File: config.mk
export PLATFORM = sky130hd
export DESIGN_NAME = crac_counters
export DESIGN_NICKNAME = d
export VERILOG_FILES = /design/src/hdl/crac_counters.v
export VERILOG_INCLUDE_DIRS = /design/src /design/src/common
export SDC_FILE = /design/constraint.sdc
export NUM_CORES = 1
export LEC_CHECK = 0
export ABC_AREA = 0
export BUFFER_PORTS_ARGS = -buffer_cell sky130_fd_sc_hd__buf_2
export CORE_ASPECT_RATIO = 0.5
export CORE_MARGIN = 2
export CORE_UTILIZATION = 55
export DETAILED_ROUTE_END_ITERATION = 10
export PLACE_DENSITY = 0.77
export RECOVER_POWER = 25
export REMOVE_ABC_BUFFERS = 1
export SLEW_MARGIN = 30
export SYNTH_ARGS = -nofsm -noshare
export SYNTH_HDL_FRONTEND = slang
export SYNTH_SLANG_ARGS = --single-unit
export TNS_END_PERCENT = 30
File: constraint.sdc
create_clock -name clk -period 7 [get_ports clk]
set_input_delay 1.4 -clock clk [delete_from_list [all_inputs] [get_ports clk]]
set_output_delay 1.4 -clock clk [all_outputs]
set_load 0.005 [all_outputs]
File: src/common/crac_defs.vh
// Constants for the CR oscillation converter counter block
`ifndef CRAC_DEFS_VH
`define CRAC_DEFS_VH
`define CRAC_CNT_W 16
`define CRAC_CNT_MAX 16'hffff
`define CRAC_CNT_ZERO 16'h0000
`define CRAC_INIT_RST 16'h0bb8
`define CRAC_SYS_KHZ_LO 32
`define CRAC_SYS_KHZ_HI 64
`define CRAC_ST_IDLE 6'h01
`define CRAC_ST_ARM 6'h02
`define CRAC_ST_UPC 6'h04
`define CRAC_ST_STOP 6'h08
`define CRAC_ST_SEN 6'h10
`define CRAC_ST_DONE 6'h20
`endif

File: src/hdl/crac_counters.v
// Counter logic of the CR oscillation resistance-to-digital converter
// Behaviour
// - Software supplies the initial value loaded into the up counter before the reference phase.
// - The 16-bit up-down counter counts system ticks upward in the reference phase, held at 65535.
// - The 16-bit up counter counts sensor edges in the sensor phase, held at 65535.
// - After run is set, the first falling sense edge enables the up counter and counting starts on the next.
// - The first falling tick after the up counter is enabled enables the up-down counter, counting from the next.
// - When the up counter rolls over from its maximum to zero it is disabled and the reference count ends.
// - After the up counter stops, the next falling tick disables the up-down counter.
// - In the sensor phase the up-down counter counts down from its reference value with the same edge timing.
// - At the end the up counter holds the sensor count, the edges from initial value to rollover times reference over sensor resistance.
// - The up-down counter advances on the system clock tick, which is 32 kHz or 64 kHz.
// - One sense input stage serves both oscillations so the oscillation constant cancels.
`include "crac_defs.vh"
module crac_counters #(
    parameter CNT_W = `CRAC_CNT_W
) (
    clk,
    arst_n,
    run,
    init_val,
    sense_in,
    sys_tick,
    fast_clk_sel,
    ref_sel,
    th_sel,
    busy,
    done,
    result,
    updn_val
);
    input wire clk;
    input wire arst_n;
    input wire run;
    input wire [CNT_W-1:0] init_val;
    input wire sense_in;
    input wire sys_tick;
    input wire fast_clk_sel;
    output reg ref_sel;
    output reg th_sel;
    output reg busy;
    output reg done;
    output reg [CNT_W-1:0] result;
    output reg [CNT_W-1:0] updn_val;

    localparam [5:0] ST_IDLE = `CRAC_ST_IDLE;
    localparam [5:0] ST_ARM = `CRAC_ST_ARM;
    localparam [5:0] ST_UPC = `CRAC_ST_UPC;
    localparam [5:0] ST_STOP = `CRAC_ST_STOP;
    localparam [5:0] ST_SEN = `CRAC_ST_SEN;
    localparam [5:0] ST_DONE = `CRAC_ST_DONE;
    localparam [CNT_W-1:0] MAXV = `CRAC_CNT_MAX;
    localparam [CNT_W-1:0] ZERO = `CRAC_CNT_ZERO;

    // Both pins pass two flops before the edge detector reads them
    wire s_fall;
    wire t_fall;

    reg [5:0] st_q;
    reg [5:0] st_d;
    reg sensor_q;
    reg sensor_d;
    reg up_en_q;
    reg up_en_d;
    reg up_stop_q;
    reg up_stop_d;
    reg ud_en_q;
    reg ud_en_d;
    reg ud_run_q;
    reg ud_run_d;
    // Rate choice is registered but drives nothing; the tick itself arrives on its own pin
    reg fast_q;
    reg fast_d;
    reg [CNT_W-1:0] up_q;
    reg [CNT_W-1:0] up_d;
    reg [CNT_W-1:0] ud_q;
    reg [CNT_W-1:0] ud_d;
    reg ref_sel_d;
    reg th_sel_d;
    reg busy_d;
    reg done_d;

    // One shared input stage for both resistors, so the oscillation constant cancels
    crac_fall_sync #(
        .IDLE_LVL(1'b1)
    ) u_sense_sync (
        .clk(clk),
        .arst_n(arst_n),
        .pin(sense_in),
        .fall(s_fall)
    );

    crac_fall_sync #(
        .IDLE_LVL(1'b1)
    ) u_tick_sync (
        .clk(clk),
        .arst_n(arst_n),
        .pin(sys_tick),
        .fall(t_fall)
    );

    // Counter events, decoded once so the state logic reads as the phases do
    wire up_live = up_en_q & ~up_stop_q;
    wire up_step = s_fall & up_live;
    wire up_wrap = up_step & ~sensor_q & (up_q == MAXV);
    wire up_full = up_q == MAXV;
    wire ud_arm = t_fall & ~ud_en_q & up_en_q;
    // Taken even if the up-down counter never armed, so a slow tick cannot hang the phase
    wire ref_over = t_fall & up_stop_q & ~sensor_q;
    wire ud_step = t_fall & ud_en_q & ~ref_over;
    wire ud_full = ud_q == MAXV;
    wire ud_empty = ud_q == ZERO;
    wire sen_over = sensor_q & ud_run_q & ud_empty;

    // Next state: every register keeps its value unless a phase event moves it
    always @* begin
        st_d = st_q;
        sensor_d = sensor_q;
        up_en_d = up_en_q;
        up_stop_d = up_stop_q;
        ud_en_d = ud_en_q;
        ud_run_d = ud_run_q;
        fast_d = fast_q;
        up_d = up_q;
        ud_d = ud_q;
        ref_sel_d = ref_sel;
        th_sel_d = th_sel;
        busy_d = busy;
        done_d = done;
        case (st_q)
            ST_IDLE: begin
                // A start is taken only here, so run is ignored while busy
                if (run) begin
                    up_d = init_val;
                    ud_d = ZERO;
                    fast_d = fast_clk_sel;
                    sensor_d = 1'b0;
                    ref_sel_d = 1'b1;
                    th_sel_d = 1'b0;
                    busy_d = 1'b1;
                    done_d = 1'b0;
                    st_d = ST_ARM;
                end
            end
            ST_ARM: begin
                // First falling sense edge only arms the up counter
                if (s_fall) begin
                    up_en_d = 1'b1;
                    up_stop_d = 1'b0;
                    ud_en_d = 1'b0;
                    ud_run_d = 1'b0;
                    st_d = sensor_q ? ST_SEN : ST_UPC;
                end
            end
            ST_UPC: begin
                if (up_step) begin
                    up_d = up_q + 1'b1;
                end
                if (up_wrap) begin
                    up_stop_d = 1'b1;
                    up_en_d = 1'b0;
                end
                if (ud_arm) begin
                    ud_en_d = 1'b1;
                end
                if (ref_over) begin
                    ud_en_d = 1'b0;
                    ud_run_d = 1'b0;
                    st_d = ST_STOP;
                end
                if (ud_step) begin
                    ud_run_d = 1'b1;
                    if (!ud_full) begin
                        ud_d = ud_q + 1'b1;
                    end
                end
            end
            ST_SEN: begin
                // Saturates so a fast sensor cannot wrap the result
                if (up_step && !up_full) begin
                    up_d = up_q + 1'b1;
                end
                if (ud_arm) begin
                    ud_en_d = 1'b1;
                end
                if (ud_step) begin
                    ud_run_d = 1'b1;
                    if (!ud_empty) begin
                        ud_d = ud_q - 1'b1;
                    end
                end
                if (sen_over) begin
                    up_en_d = 1'b0;
                    ud_en_d = 1'b0;
                    ud_run_d = 1'b0;
                    st_d = ST_DONE;
                end
            end
            ST_STOP: begin
                // Sensor phase restarts the up counter from zero on the thermistor path
                up_d = ZERO;
                sensor_d = 1'b1;
                up_stop_d = 1'b0;
                ref_sel_d = 1'b0;
                th_sel_d = 1'b1;
                st_d = ST_ARM;
            end
            ST_DONE: begin
                // Done stands until run is lowered and a new start is taken
                ref_sel_d = 1'b0;
                th_sel_d = 1'b0;
                busy_d = 1'b0;
                done_d = 1'b1;
                if (!run) begin
                    st_d = ST_IDLE;
                end
            end
            default: begin
                // An illegal code falls back to idle
                st_d = ST_IDLE;
            end
        endcase
    end

    // Phase state and both counters
    always @(posedge clk or negedge arst_n) begin
        if (!arst_n) begin
            st_q <= ST_IDLE;
            sensor_q <= 1'b0;
            up_en_q <= 1'b0;
            up_stop_q <= 1'b0;
            ud_en_q <= 1'b0;
            ud_run_q <= 1'b0;
            fast_q <= 1'b0;
            up_q <= ZERO;
            ud_q <= ZERO;
        end else begin
            st_q <= st_d;
            sensor_q <= sensor_d;
            up_en_q <= up_en_d;
            up_stop_q <= up_stop_d;
            ud_en_q <= ud_en_d;
            ud_run_q <= ud_run_d;
            fast_q <= fast_d;
            up_q <= up_d;
            ud_q <= ud_d;
        end
    end

    // Outputs are registered copies, so both counters show one cycle late
    always @(posedge clk or negedge arst_n) begin
        if (!arst_n) begin
            ref_sel <= 1'b0;
            th_sel <= 1'b0;
            busy <= 1'b0;
            done <= 1'b0;
            result <= ZERO;
            updn_val <= ZERO;
        end else begin
            ref_sel <= ref_sel_d;
            th_sel <= th_sel_d;
            busy <= busy_d;
            done <= done_d;
            result <= up_q;
            updn_val <= ud_q;
        end
    end
endmodule // crac_counters

// Two-flop synchroniser for a pin, with a one-cycle strobe on each falling edge
module crac_fall_sync #(
    parameter [0:0] IDLE_LVL = 1'b1
) (
    clk,
    arst_n,
    pin,
    fall
);
    input wire clk;
    input wire arst_n;
    input wire pin;
    output wire fall;

    reg meta_q;
    reg sync_q;
    reg last_q;

    // Reset to the idle level of the pin so that no false edge follows reset
    always @(posedge clk or negedge arst_n) begin
        if (!arst_n) begin
            meta_q <= IDLE_LVL;
            sync_q <= IDLE_LVL;
            last_q <= IDLE_LVL;
        end else begin
            meta_q <= pin;
            sync_q <= meta_q;
            last_q <= sync_q;
        end
    end

    // The second flop and the third flop that copies it feed the edge detector
    assign fall = last_q & ~sync_q;
endmodule // crac_fall_sync

== Word level (Yosys, flattened, before mapping) ==
Cells that the tools add are included.

* Flip-flop bits (word level): 85
* Output and inout bits: 36
* Logic and storage cells: 128

* $add $sub $neg: 3
* Equality and inequality tests: 22
* Multiplexer cells: 40
* Bitwise logic cells: 20
* Reduce and logical (&&, ||, !) cells: 23

{| class="wikitable"
|+ Operators with widths
! operator !! count
|-
| $mux 16 || 8
|-
| $pmux 16 s4 || 1
|-
| $pmux 16 s3 || 1
|-
| $pmux 6 s6 || 1
|-
| $add 16x1->16 const B || 2
|-
| $eq 16x16->1 const B || 2
|-
| $mux 6 || 5
|-
| $ne 2x2->1 const B || 12
|-
| $logic_not 16->1 || 1
|-
| $sub 16x1->16 const B || 1
|-
| $pmux 1 s3 || 5
|-
| $and 1x1->1 || 14
|-
| $mux 1 || 14
|-
| $reduce_and 4->1 || 3
|-
| $reduce_bool 3->1 || 4
|-
| $reduce_and 2->1 || 5
|-
| $pmux 1 s2 || 4
|-
| $eq 6x1->1 const B || 1
|-
| $eq 6x2->1 const B || 1
|-
| $eq 6x3->1 const B || 1
|-
| $eq 6x4->1 const B || 1
|-
| $eq 6x5->1 const B || 1
|-
| $eq 6x6->1 const B || 1
|-
| $ne 3x3->1 const B || 2
|-
| 10 further kinds || 17
|}

== Depth between registers and ports, before layout ==
Gate-level depths: netlist of run 1.

* Depth after elaboration: 9
* Mapped depth: 12

== Cells and area by module ==
A second synthesis of run 1 with hierarchy kept.

* Cells, all modules: 392
* Area, all modules: 4033.9 um2

{| class="wikitable"
|+ By module, submodules not included
! module !! times used !! cells an instance !! area an instance (um2) !! seq. area each (um2)
|-
| crac_counters || 1 || 384 || 3848.7 || 1978.1
|-
| crac_fall_sync || 2 || 4 || 92.6 || 78.8
|}

== Worst setup path after synthesis of run 1 ==
OpenSTA, ideal clock, no wires.

* Kind: flip-flop to flip-flop
* Start: reg st_q[2]
* End: reg ud_q[12]
* Arrival: 3042 ps
* Path slack: 3837 ps
* Stages on the path, launching flop included: 12
* Buffers on the path: 0
* Period minus slack after synthesis: 3163 ps
* Path through: dfrtp_1 nor4_1 nand3b_1 inv_1 ha_1 nor2b_1 o21a_1 o21ai_0 a21oi_1 o31a_1 or3_1 a32o_1

* Cells in the longest elaborated chain, start to end: 3
* Elaborated cells between the ends (all ways): 11
* Those cells by class: 8 x eq/ne; 1 x mux; 2 x reduce/logical

{| class="wikitable"
|+ Ends and longest elaborated chain
! element !! RTL line !! RTL
|-
| start, declared || crac_counters.v:59 || <nowiki>reg [5:0] st_q;</nowiki>
|-
| start signal, assigned || crac_counters.v:238 || <nowiki>st_q <= st_d;</nowiki>
|-
| $eq 6x5->1, or another cell as far along || crac_counters.v:130 || <nowiki>case (st_q)</nowiki>
|-
| $ne 2x2->1 (no line) / $reduce_bool 3->1 (equally long branches) || n/a ||
|-
| $reduce_and 6->1 (no line) || n/a ||
|-
| end signal, assigned || crac_counters.v:246 || <nowiki>ud_q <= ud_d;</nowiki>
|-
| end, declared || crac_counters.v:76 || <nowiki>reg [CNT_W-1:0] ud_q;</nowiki>
|}

Parallel ways exist; a longest one is shown, timed or not.
A chain may end at the register's enable or synchronous reset.

== Worst setup path in the final report of run 1 ==
Same ends and word-level chain as after synthesis.

==> results of run 1 <==
[per-layer routing]
layer | GRT usage [%] | vias up
li1 | - | 1620
met1 | 29.6 | 1647
met2 | 37.6 | 105
met3 | 6.19 | 16
met4 | 7.50 | 0
met5 | 0 | -
[through the flow]
stage,setup slack [ps],hold slack (ps),power [W],instances,util (%)
after detailed placement,3350,348,0.00113,549,60.8
after global placement,3400,347,0.00111,549,60.8
after CTS,3260,355,0.00167,565,65.5
final,3260,357,0.00166,565,65.5
after floorplan,3840,345,0.000975,396,-
after global routing,3040,367,0.00176,565,65.5
[power breakdown]
part / total (W) / switching [W] / internal, W
clock: 0.000529 / 0.000182 / 0.000347
combinational: 0.000399 / 0.000238 / 0.000161
sequential: 0.000731 / 0.000109 / 0.000623
total: 0.00166 / 0.000528 / 0.00113
[worst paths after layout]
check | to | slack (ps)
min in group asynchronous | result[7] | 1480
setup reg to reg | ud_q[12] | 3260
max in group asynchronous | updn_val[9] | 4100
hold reg to reg | u_sense_sync.sync_q | 360
setup / recovery | ud_q[12] | 3260
hold / removal | u_sense_sync.sync_q | 360
[kinds of logic after synthesis]
family | Yosys count
flops | 85
compound gates | 127
fa+ha+maj | 16
mux | 1
simple gates | 148
buf+inv | 25
xor+xnor | 8
[placed cells by master, fill, tap and decap left out, drive strengths merged, types with 11 or more instances in the layout]
cell and count:
a21oi 30, o21ai 46, ha 15, buf 56
nand2 40, nand3 15, inv 11, nor2 36
dfrtp 78
[cell type report]
class / instances / area [um2] / area share [%]
flip-flops and latches: 85 / 2140 / 45.1
clock buffers: 9 / 225 / 4.75
repair buffers: 57 / 287 / 6.05
clock inverters: 7 / 114 / 2.40
well taps: 96 / 120 / 2.53
inverters: 11 / 41.3 / 0.871
multi-input cells: 300 / 1820 / 38.3
[sequential cells by signal, summed over array words and instances, names as in the netlist, 6 cells and up]
signal / cells
result: 16
ud_q: 16
up_q: 16
updn_val: 16
st_q: 6
==> run_results.csv, run 1 <==
group,metric,value,unit
status,violations,"max-capacitance violations, max-slew violations",
synth,async_flop_share,100,%
critical_path,slowest_stage,"inv_1",
sta,timing.final.crit_share,53.5,%
global_route,grt_antenna_before_repair,0,
route,wl_met3,517,um
synth,synth_seq_cells,85,
global_route,grt_start_max_net_pins,54,
synth,synth_cells,410,
synth,syn_area_per_cell,9.90,um2
placement,placed_area,4400,um2
synth,muxShareOfSynthArea,0.247,%
critical_path,path_depth,11,
final_layout,finalNetCount,502,
clock_tree,cts_tree,"done",
final_layout,n_antenna_cell,0,
sta,period_needed,3740,ps
status,status,"finished, violations left",
route,avgViaCountPerCell,6.00,
route,drtPass1Iterations,5,
power_and_ir_drop,p_leak,2.28,nW
sta,finalSetupViolCount,0,
sta,hold_viol,0,
placement,port_buffers,56,
synth,synth_edf_count,0,
global_route,grt_pass1_vias,3114,
global_route,overflow,0,
clock_tree,ctsResizeCount,0,
floorplan,ioPinCount,58,
clock_tree,cts_root_buf,"clkbuf_16",
sta,slew_violations,34,
synth,synthesis.area,4060,um2
critical_path,end_kind,"flop",
route,drtIter0Drc,204,
final_layout,areaGrowthSynthToFinish,16.8,%
synth,netlist_top_cells_area,"dfrtp_1, o21ai_0, ha_1",
final_layout,post-route-cell-area,4740,um2
synth,ys_warn_count,0,
critical_path,crit_buf_inv,1,
synth,synth_cell_types,51,
floorplan,core.rowCount,22,
synth,yosys.area_share.simple,18.2,%
clock_tree,clkSinkCount,85,
critical_path,reg2reg_from,"st_q[2]",
sta,tightest_slew,1650,ps
clock_tree,htree_num_levels,3,
route,wl,8660,um
sta,slew_headroom,-9.72,%
power_and_ir_drop,p_per_area,350,nW/um2
synth,synthXorXnorAreaFrac,1.73,%
placement,gp_congestion,0.892,
sta,skew,7.47,ps
route,num_vias,3388,
worst_hold_path,hp-start,"u_sense_sync.meta_q",
floorplan,coreArea,7240,um2
critical_path,crit_chain,"nor4_1, nand3b_1, inv_1, ha_1, nor2b_1, o21a_1, o21ai_0, a21oi_1, o31a_1, or3_1, a32o_1",
critical_path,start_kind,"flop",
worst_hold_path,holdCritPathClass,"reg -> reg",
power_and_ir_drop,vdd_drop_max,0.000151,V
critical_path,max_stage_delay,530,ps
synth,yosysSeqAreaShare,52.6,%
synth,synth_top_cell_area_share,48.1,%
critical_path,critPathTopFamily,"simple AND/OR/NAND/NOR gates",
route,drc,0,
synth,synth_most_common_cell,"dfrtp_1",
sta,setup_tns,0,ps
critical_path,crit_arrival,3960,ps
route,dr_wl_met2,4180,um
global_route,grt_pass1_wl,14600,um
synth,synthAdderAreaFrac,5.12,%
final_layout,drive_gt1_share,17.7,%
critical_path,cp.required,7220,ps
synth,synth_commonest_cells,"dfrtp_1, o21ai_0, nand2_1",
synth,synth_top_area_cell,"dfrtp_1",
route,drtAntennaViolNets,0,
critical_path,setup.worst_path.class,"reg -> reg",
critical_path,cp-startpoint,"st_q[2]",
floorplan,dieArea,8120,um2
flow_run,maxCapViolations,1,
clock_tree,clk_latency,340,ps
placement,dp_hpwl,5830,um
final_layout,fill_cells,595,
synth,synth_flop_cell,"dfrtp_1",
route,wl_met1,3810,um
global_route,grt_use_total,22.8,%
clock_tree,cts_setup_buffers,0,
floorplan,start_util,56.0,%
clock_tree,cts.path.max_buffers,2,
floorplan,die_w,125,um
critical_path,cp_max_fo,15,
route,dr.max_layer_used,"met4",
clock_tree,numCtsBuffers,9,
clock_tree,hold_buffers,0,
synth,synth-compound-area-share,19.4,%
worst_hold_path,hold_depth,0,
synth,synth_top_family_by_area,"compound AO/OA/AOI/OAI gates",
clock_tree,clk_pin_slew,60,ps
critical_path,worstRegToRegCells,11,
route,avgRoutedWirePerCell,15.3,um
sta,fmax,0.267,GHz
floorplan,die_y,64.7,um
sta,rsz0062_at_grt,"no",
(Power assumes the default switching activity.)
==> run 2, diff against run 1 <==
--- a/config.mk
+++ b/config.mk
@@ -10,9 +10,9 @@
 export BUFFER_PORTS_ARGS = -buffer_cell sky130_fd_sc_hd__buf_2
 export CORE_ASPECT_RATIO = 0.5
 export CORE_MARGIN = 2
-export CORE_UTILIZATION = 55
+export CORE_UTILIZATION = 51
 export DETAILED_ROUTE_END_ITERATION = 10
-export PLACE_DENSITY = 0.77
+export PLACE_DENSITY = 0.75
 export RECOVER_POWER = 25
 export REMOVE_ABC_BUFFERS = 1
 export SLEW_MARGIN = 30
==> constraint.sdc (replaced) <==
create_clock -name clk -period 3.17 [get_ports clk]
set_input_delay 0.634 -clock clk [delete_from_list [all_inputs] [get_ports clk]]
set_output_delay 0.634 -clock clk [all_outputs]
set_load 0.005 [all_outputs]
==> run_results.csv, run 2 (synthesized netlist as in run 1, its figures left out) <==
group,metric,value,unit
critical_path,crit_buf_inv,2,
sta,tightest_slew,1970,ps
final_layout,multiInputGateArea,1830,um2
sta,fmax,0.333,GHz
sta,timing.final.crit_share,94.7,%
clock_tree,clk_latency,340,ps
sta,slew_headroom,-31.2,%
global_route,grt_pass1_vias,3082,
power_and_ir_drop,total_power,0.00353,W
final_layout,fill_cells,634,
floorplan,start_util,54.0,%
floorplan,core.rowCount,22,
power_and_ir_drop,vdd_drop_max,0.000335,V
final_layout,final_util,63.8,%
placement,gp_congestion,0.927,
placement,dp.cells,571,
route,drc,0,
power_and_ir_drop,p_per_area,737,nW/um2
sta,rsz0062_at_grt,"no",
floorplan,die_y,67.1,um
clock_tree,clk_pin_slew,60,ps
power_and_ir_drop,p_switching,0.00115,W
route,avgRoutedWirePerCell,14.8,um
clock_tree,cts_root_buf,"clkbuf_16",
sta,skew,6.13,ps
floorplan,coreArea,7510,um2
placement,placed_area,4500,um2
critical_path,max_stage_delay,410,ps
worst_hold_path,min_to,"u_sense_sync.sync_q",
route,drtAntennaViolNets,0,
power_and_ir_drop,intPower,0.00238,W
worst_hold_path,hp-start,"u_sense_sync.meta_q",
global_route,grt_start_max_net_pins,86,
floorplan,dieArea,8730,um2
critical_path,worstRegToRegCells,12,
critical_path,cp.required,3430,ps
clock_tree,cts_tree,"done",
critical_path,cp_max_fo,6,
clock_tree,htree_num_levels,3,
critical_path,slowest_stage,"or3_1",
route,drtPass1Iterations,4,
global_route,grt_pass1_wl,14400,um
final_layout,areaGrowthSynthToFinish,18.1,%
placement,port_buffers,56,
power_and_ir_drop,seq_power_share,45.5,%
critical_path,setup.worst_path.class,"reg -> reg",
critical_path,end_kind,"flop",
critical_path,r2r_slack,170,ps
global_route,overflow,0,
sta,setup_tns,0,ps
critical_path,r2r_end,"ud_q[15]",
status,status,"finished, violations left",
global_route,grt_antenna_before_repair,0,
power_and_ir_drop,clockPowerShare,28.6,%
route,avgViaCountPerCell,5.65,
final_layout,layout_commonest_cell,"dfrtp_1",
status,violations,"max-capacitance violations, max-slew violations",
power_and_ir_drop,p_leak,2.31,nW
clock_tree,numCtsBuffers,9,
flow_run,maxCapViolations,1,
final_layout,drive_gt1_share,19.0,%
sta,finalSetupViolCount,0,
critical_path,crit_chain,"nor4_4, nand3b_1, inv_2, buf_4, ha_1, a21o_1, a21oi_1, a21oi_1, or3_1, a21o_1, a211o_1, mux2i_1",
critical_path,start_kind,"flop",
worst_hold_path,holdCritPathClass,"reg -> reg",
sta,period_needed,3000,ps
critical_path,critPathTopFamily,"compound AO/OA/AOI/OAI gates",
floorplan,ioPinCount,58,
critical_path,crit_arrival,3260,ps
final_layout,post-route-cell-area,4790,um2
final_layout,finalNetCount,512,
placement,dp_hpwl,5920,um
route,num_vias,3310,
power_and_ir_drop,swShare,32.5,%
route,wl,8670,um
power_and_ir_drop,combPwrFrac,25.9,%
clock_tree,cts.path.max_buffers,2,
final_layout,layout_common_cells,"dfrtp_1, buf_2, o21ai_0, nand2_1, nor2_1",
floorplan,die_w,130,um
final_layout,finalNonFillerCells,586,
final_layout,n_antenna_cell,0,
critical_path,reg2reg_from,"st_q[3]",
final_layout,seq_area,2140,um2
sta,hold_viol,0,
worst_hold_path,hold_depth,0,
clock_tree,clkSinkCount,85,
route,drtIter0Drc,257,
sta,slew_violations,86,
clock_tree,cts_setup_buffers,0,
global_route,grt_use_total,21.6,%
[run 2: cell count changes in the layout (fill, tap and decap cells not counted), sizes merged]
cell | before | now
clkbuf | 10 | 14
bufinv | 3 | 1
clkinv | 4 | 1
buf | 56 | 66
[run 2: metal layers]
| layer | vias to the layer above | track usage [%] | wire length (um) |
|---|---|---|---|
| met5 | - | 0 | 0 |
| met4 | 0 | 6.72 | 125 |
| met3 | 11 | 7.07 | 499 |
| met2 | 101 | 35.1 | 4050 |
| met1 | 1558 | 27.7 | 4000 |
| li1 | 1640 | - | - |
[run 2: cell type report]
| class | instances | area share [%] |
|---|---|---|
| flip-flops and latches | 85 | 44.6 |
| multi-input cells | 300 | 38.2 |
| repair buffers | 67 | 7.57 |
| clock buffers | 13 | 5.22 |
| well taps | 108 | 2.82 |
| inverters | 11 | 0.862 |
| clock inverters | 2 | 0.731 |
[run 2: through the flow]
step | hold WS (ps) | setup slack, ps
finish | 355 | 169
global route | 360 | 9.30
CTS | 355 | 63.2
detailed placement | 347 | 79.2
global placement | 346 | 102
floorplan | 338 | 6.58
[run 2: how the worst max path moves through the flow]
stage	startpoint	end	depth (start not counted)
floorplan	st_q[2]	ud_q[12]	11
global placement	st_q[3]	ud_q[15]	12
detailed placement	st_q[3]	ud_q[15]	12
CTS	st_q[3]	ud_q[15]	12
global route	st_q[3]	ud_q[15]	12
finish	st_q[3]	ud_q[15]	12
[run 2: timing repair]
| item | CTS | global route |
|---|---|---|
| resized for setup | 0 | 3 |
| endpoints found under the setup margin | 0 | 3 |
| hold buffers | 0 | 0 |
[run 2: power groups by stage]
stage	logic (W)	clock network, W	registers [W]
final	0.000913	0.00101	0.00161
after floorplan	0.000567	0	0.00159
after detailed placement	0.000894	0	0.00161
after global placement	0.000875	0	0.00160
after CTS	0.000908	0.00102	0.00160
after global routing	0.00104	0.00108	0.00165
==> run 3, diff against run 2 <==
--- a/config.mk
+++ b/config.mk
@@ -8,7 +8,6 @@
 export LEC_CHECK = 0
 export ABC_AREA = 0
 export BUFFER_PORTS_ARGS = -buffer_cell sky130_fd_sc_hd__buf_2
-export CORE_ASPECT_RATIO = 0.5
 export CORE_MARGIN = 2
 export CORE_UTILIZATION = 51
 export DETAILED_ROUTE_END_ITERATION = 10
==> run_results.csv, run 3 (synthesized netlist as in run 1, its figures left out) <==
group,metric,value,unit
critical_path,crit_chain,"nor4_4, nand3b_1, inv_2, buf_4, ha_1, and4_1, a21oi_1, o21ai_0, or3_1, a21o_1, a211o_1, mux2i_1",
sta,finalSetupViolCount,0,
critical_path,setup.worst_path.class,"reg -> reg",
critical_path,start_kind,"flop",
critical_path,worstRegToRegCells,12,
power_and_ir_drop,total_power,0.00339,W
status,status,"finished, violations left",
worst_hold_path,min_to,"u_tick_sync.sync_q",
sta,skew,6.64,ps
critical_path,r2r_slack,180,ps
worst_hold_path,holdCritPathClass,"reg -> reg",
power_and_ir_drop,vdd_drop_max,0.000278,V
global_route,overflow,0,
clock_tree,clk_latency,360,ps
critical_path,max_stage_delay,410,ps
route,num_vias,3389,
sta,timing.final.crit_share,94.2,%
global_route,grt_start_max_net_pins,86,
floorplan,dieArea,8690,um2
final_layout,finalNetCount,513,
floorplan,coreArea,7730,um2
placement,dp_hpwl,6400,um
clock_tree,cts_root_buf,"clkbuf_8",
placement,placed_area,4500,um2
sta,fmax,0.335,GHz
status,violations,"max-capacitance violations, max-slew violations",
final_layout,post-route-cell-area,4740,um2
power_and_ir_drop,p_per_area,716,nW/um2
sta,hold_viol,0,
global_route,grt_use_met1,28.9,%
global_route,grt_pass1_wl,15300,um
global_route,grt_use_total,22.6,%
flow_run,maxCapViolations,1,
critical_path,r2r_end,"ud_q[15]",
global_route,grt_pass1_vias,3293,
route,drtIter0Drc,173,
critical_path,cp.required,3460,ps
final_layout,final_util,61.3,%
critical_path,reg2reg_from,"st_q[3]",
final_layout,drive_gt1_share,20.2,%
placement,port_buffers,56,
final_layout,areaGrowthSynthToFinish,16.8,%
route,drtAntennaViolNets,0,
sta,fin_hold_ws,357,ps
critical_path,slowest_stage,"dfrtp_1",
clock_tree,htree_num_levels,3,
global_route,top_usage_layer,"met2",
global_route,grt_util_met2,38.0,%
final_layout,layout_commonest_cell,"dfrtp_1",
sta,tightest_slew,2000,ps
critical_path,crit_arrival,3270,ps
floorplan,ioPinCount,58,
critical_path,cp_max_fo,7,
clock_tree,clk_pin_slew,90,ps
sta,slew_headroom,-33.3,%
power_and_ir_drop,p_leak,2.28,nW
sta,setup_tns,0,ps
sta,slew_violations,86,
final_layout,n_antenna_cell,0,
placement,gp_congestion,0.873,
worst_hold_path,hold_depth,0,
floorplan,die_w,93.2,um
route,avgRoutedWirePerCell,15.5,um
clock_tree,clkSinkCount,85,
floorplan,start_util,52.5,%
final_layout,layout_common_cells,"dfrtp_1, buf_2, o21ai_0, nand2_1, nor2_1",
clock_tree,cts.path.max_buffers,2,
floorplan,core.rowCount,32,
global_route,use_met3,3.79,%
critical_path,end_kind,"flop",
clock_tree,cts_setup_buffers,0,
critical_path,crit_buf_inv,2,
clock_tree,numCtsBuffers,9,
floorplan,die_y,93.2,um
worst_hold_path,hp-start,"u_tick_sync.meta_q",
clock_tree,cts_tree,"done",
global_route,grt_antenna_before_repair,0,
route,drtPass1Iterations,4,
route,avgViaCountPerCell,5.82,
final_layout,fill_cells,637,
route,drc,0,
sta,rsz0062_at_grt,"no",
critical_path,critPathTopFamily,"simple AND/OR/NAND/NOR gates",
sta,period_needed,2990,ps
route,wl,9020,um
run 3: cell types whose count changed in the layout (fill, tap and decap cells not counted):
cell,before,now
clkinv_4,0,1
clkinv_2,1,0
clkbuf_8,1,10
inv_6,0,2
ha_2,0,1
ha_1,15,14
bufinv_16,1,2
clkinvlp_4,0,1
clkbuf_16,9,0
clkbuf_1,3,0
buf_4,11,12
run 3: how the worst max path moves through the flow:
stage / start / end / slack, ps / cells after the start
floorplan: st_q[2] / ud_q[12] / 7 / 11
global placement: st_q[3] / ud_q[15] / 130 / 12
detailed placement: st_q[3] / ud_q[12] / 40 / 11
CTS: st_q[3] / ud_q[12] / 80 / 11
global route: st_q[3] / ud_q[15] / 0.6 / 12
finish: st_q[3] / ud_q[15] / 180 / 12
run 3: metal layers:
layer | up-vias | routed length [um]
li1 | 1639 | -
met1 | 1631 | 4000
met2 | 102 | 4490
met3 | 17 | 373
met4 | 0 | 156
met5 | - | 0
run 3: final cells by class:
class	count	area [um2]	share of cell area [%]
multi-input cells	300	1830	38.7
clock buffers	10	138	2.90
repair buffers	68	370	7.81
flip-flops and latches	85	2140	45.1
clock inverters	6	93.8	1.98
well taps	102	128	2.69
inverters	11	41.3	0.871
run 3: what timing repair did:
action,CTS,global route
hold buffers,0,0
endpoints found under the hold margin,0,0
gates resized for setup,1,3
pin swaps,0,1
gates cloned,0,0
setup endpoints to repair,1,2
run 3: metrics by stage:
| stage | instances | setup WS, ps |
|---|---|---|
| 5_1_grt | 582 | 0.633 |
| 4_1_cts | 582 | 84.9 |
| 3_3_place_gp | 566 | 129 |
| 6_report | 582 | 185 |
| 2_1_floorplan | 396 | 6.58 |
| 3_5_place_dp | 566 | 35.5 |
run 3: power by group:
group | switching [W] | total [W] | internal [W]
logic | 0.000529 | 0.000908 | 0.000379
clock network | 0.000404 | 0.000876 | 0.000472
registers | 0.000237 | 0.00161 | 0.00137
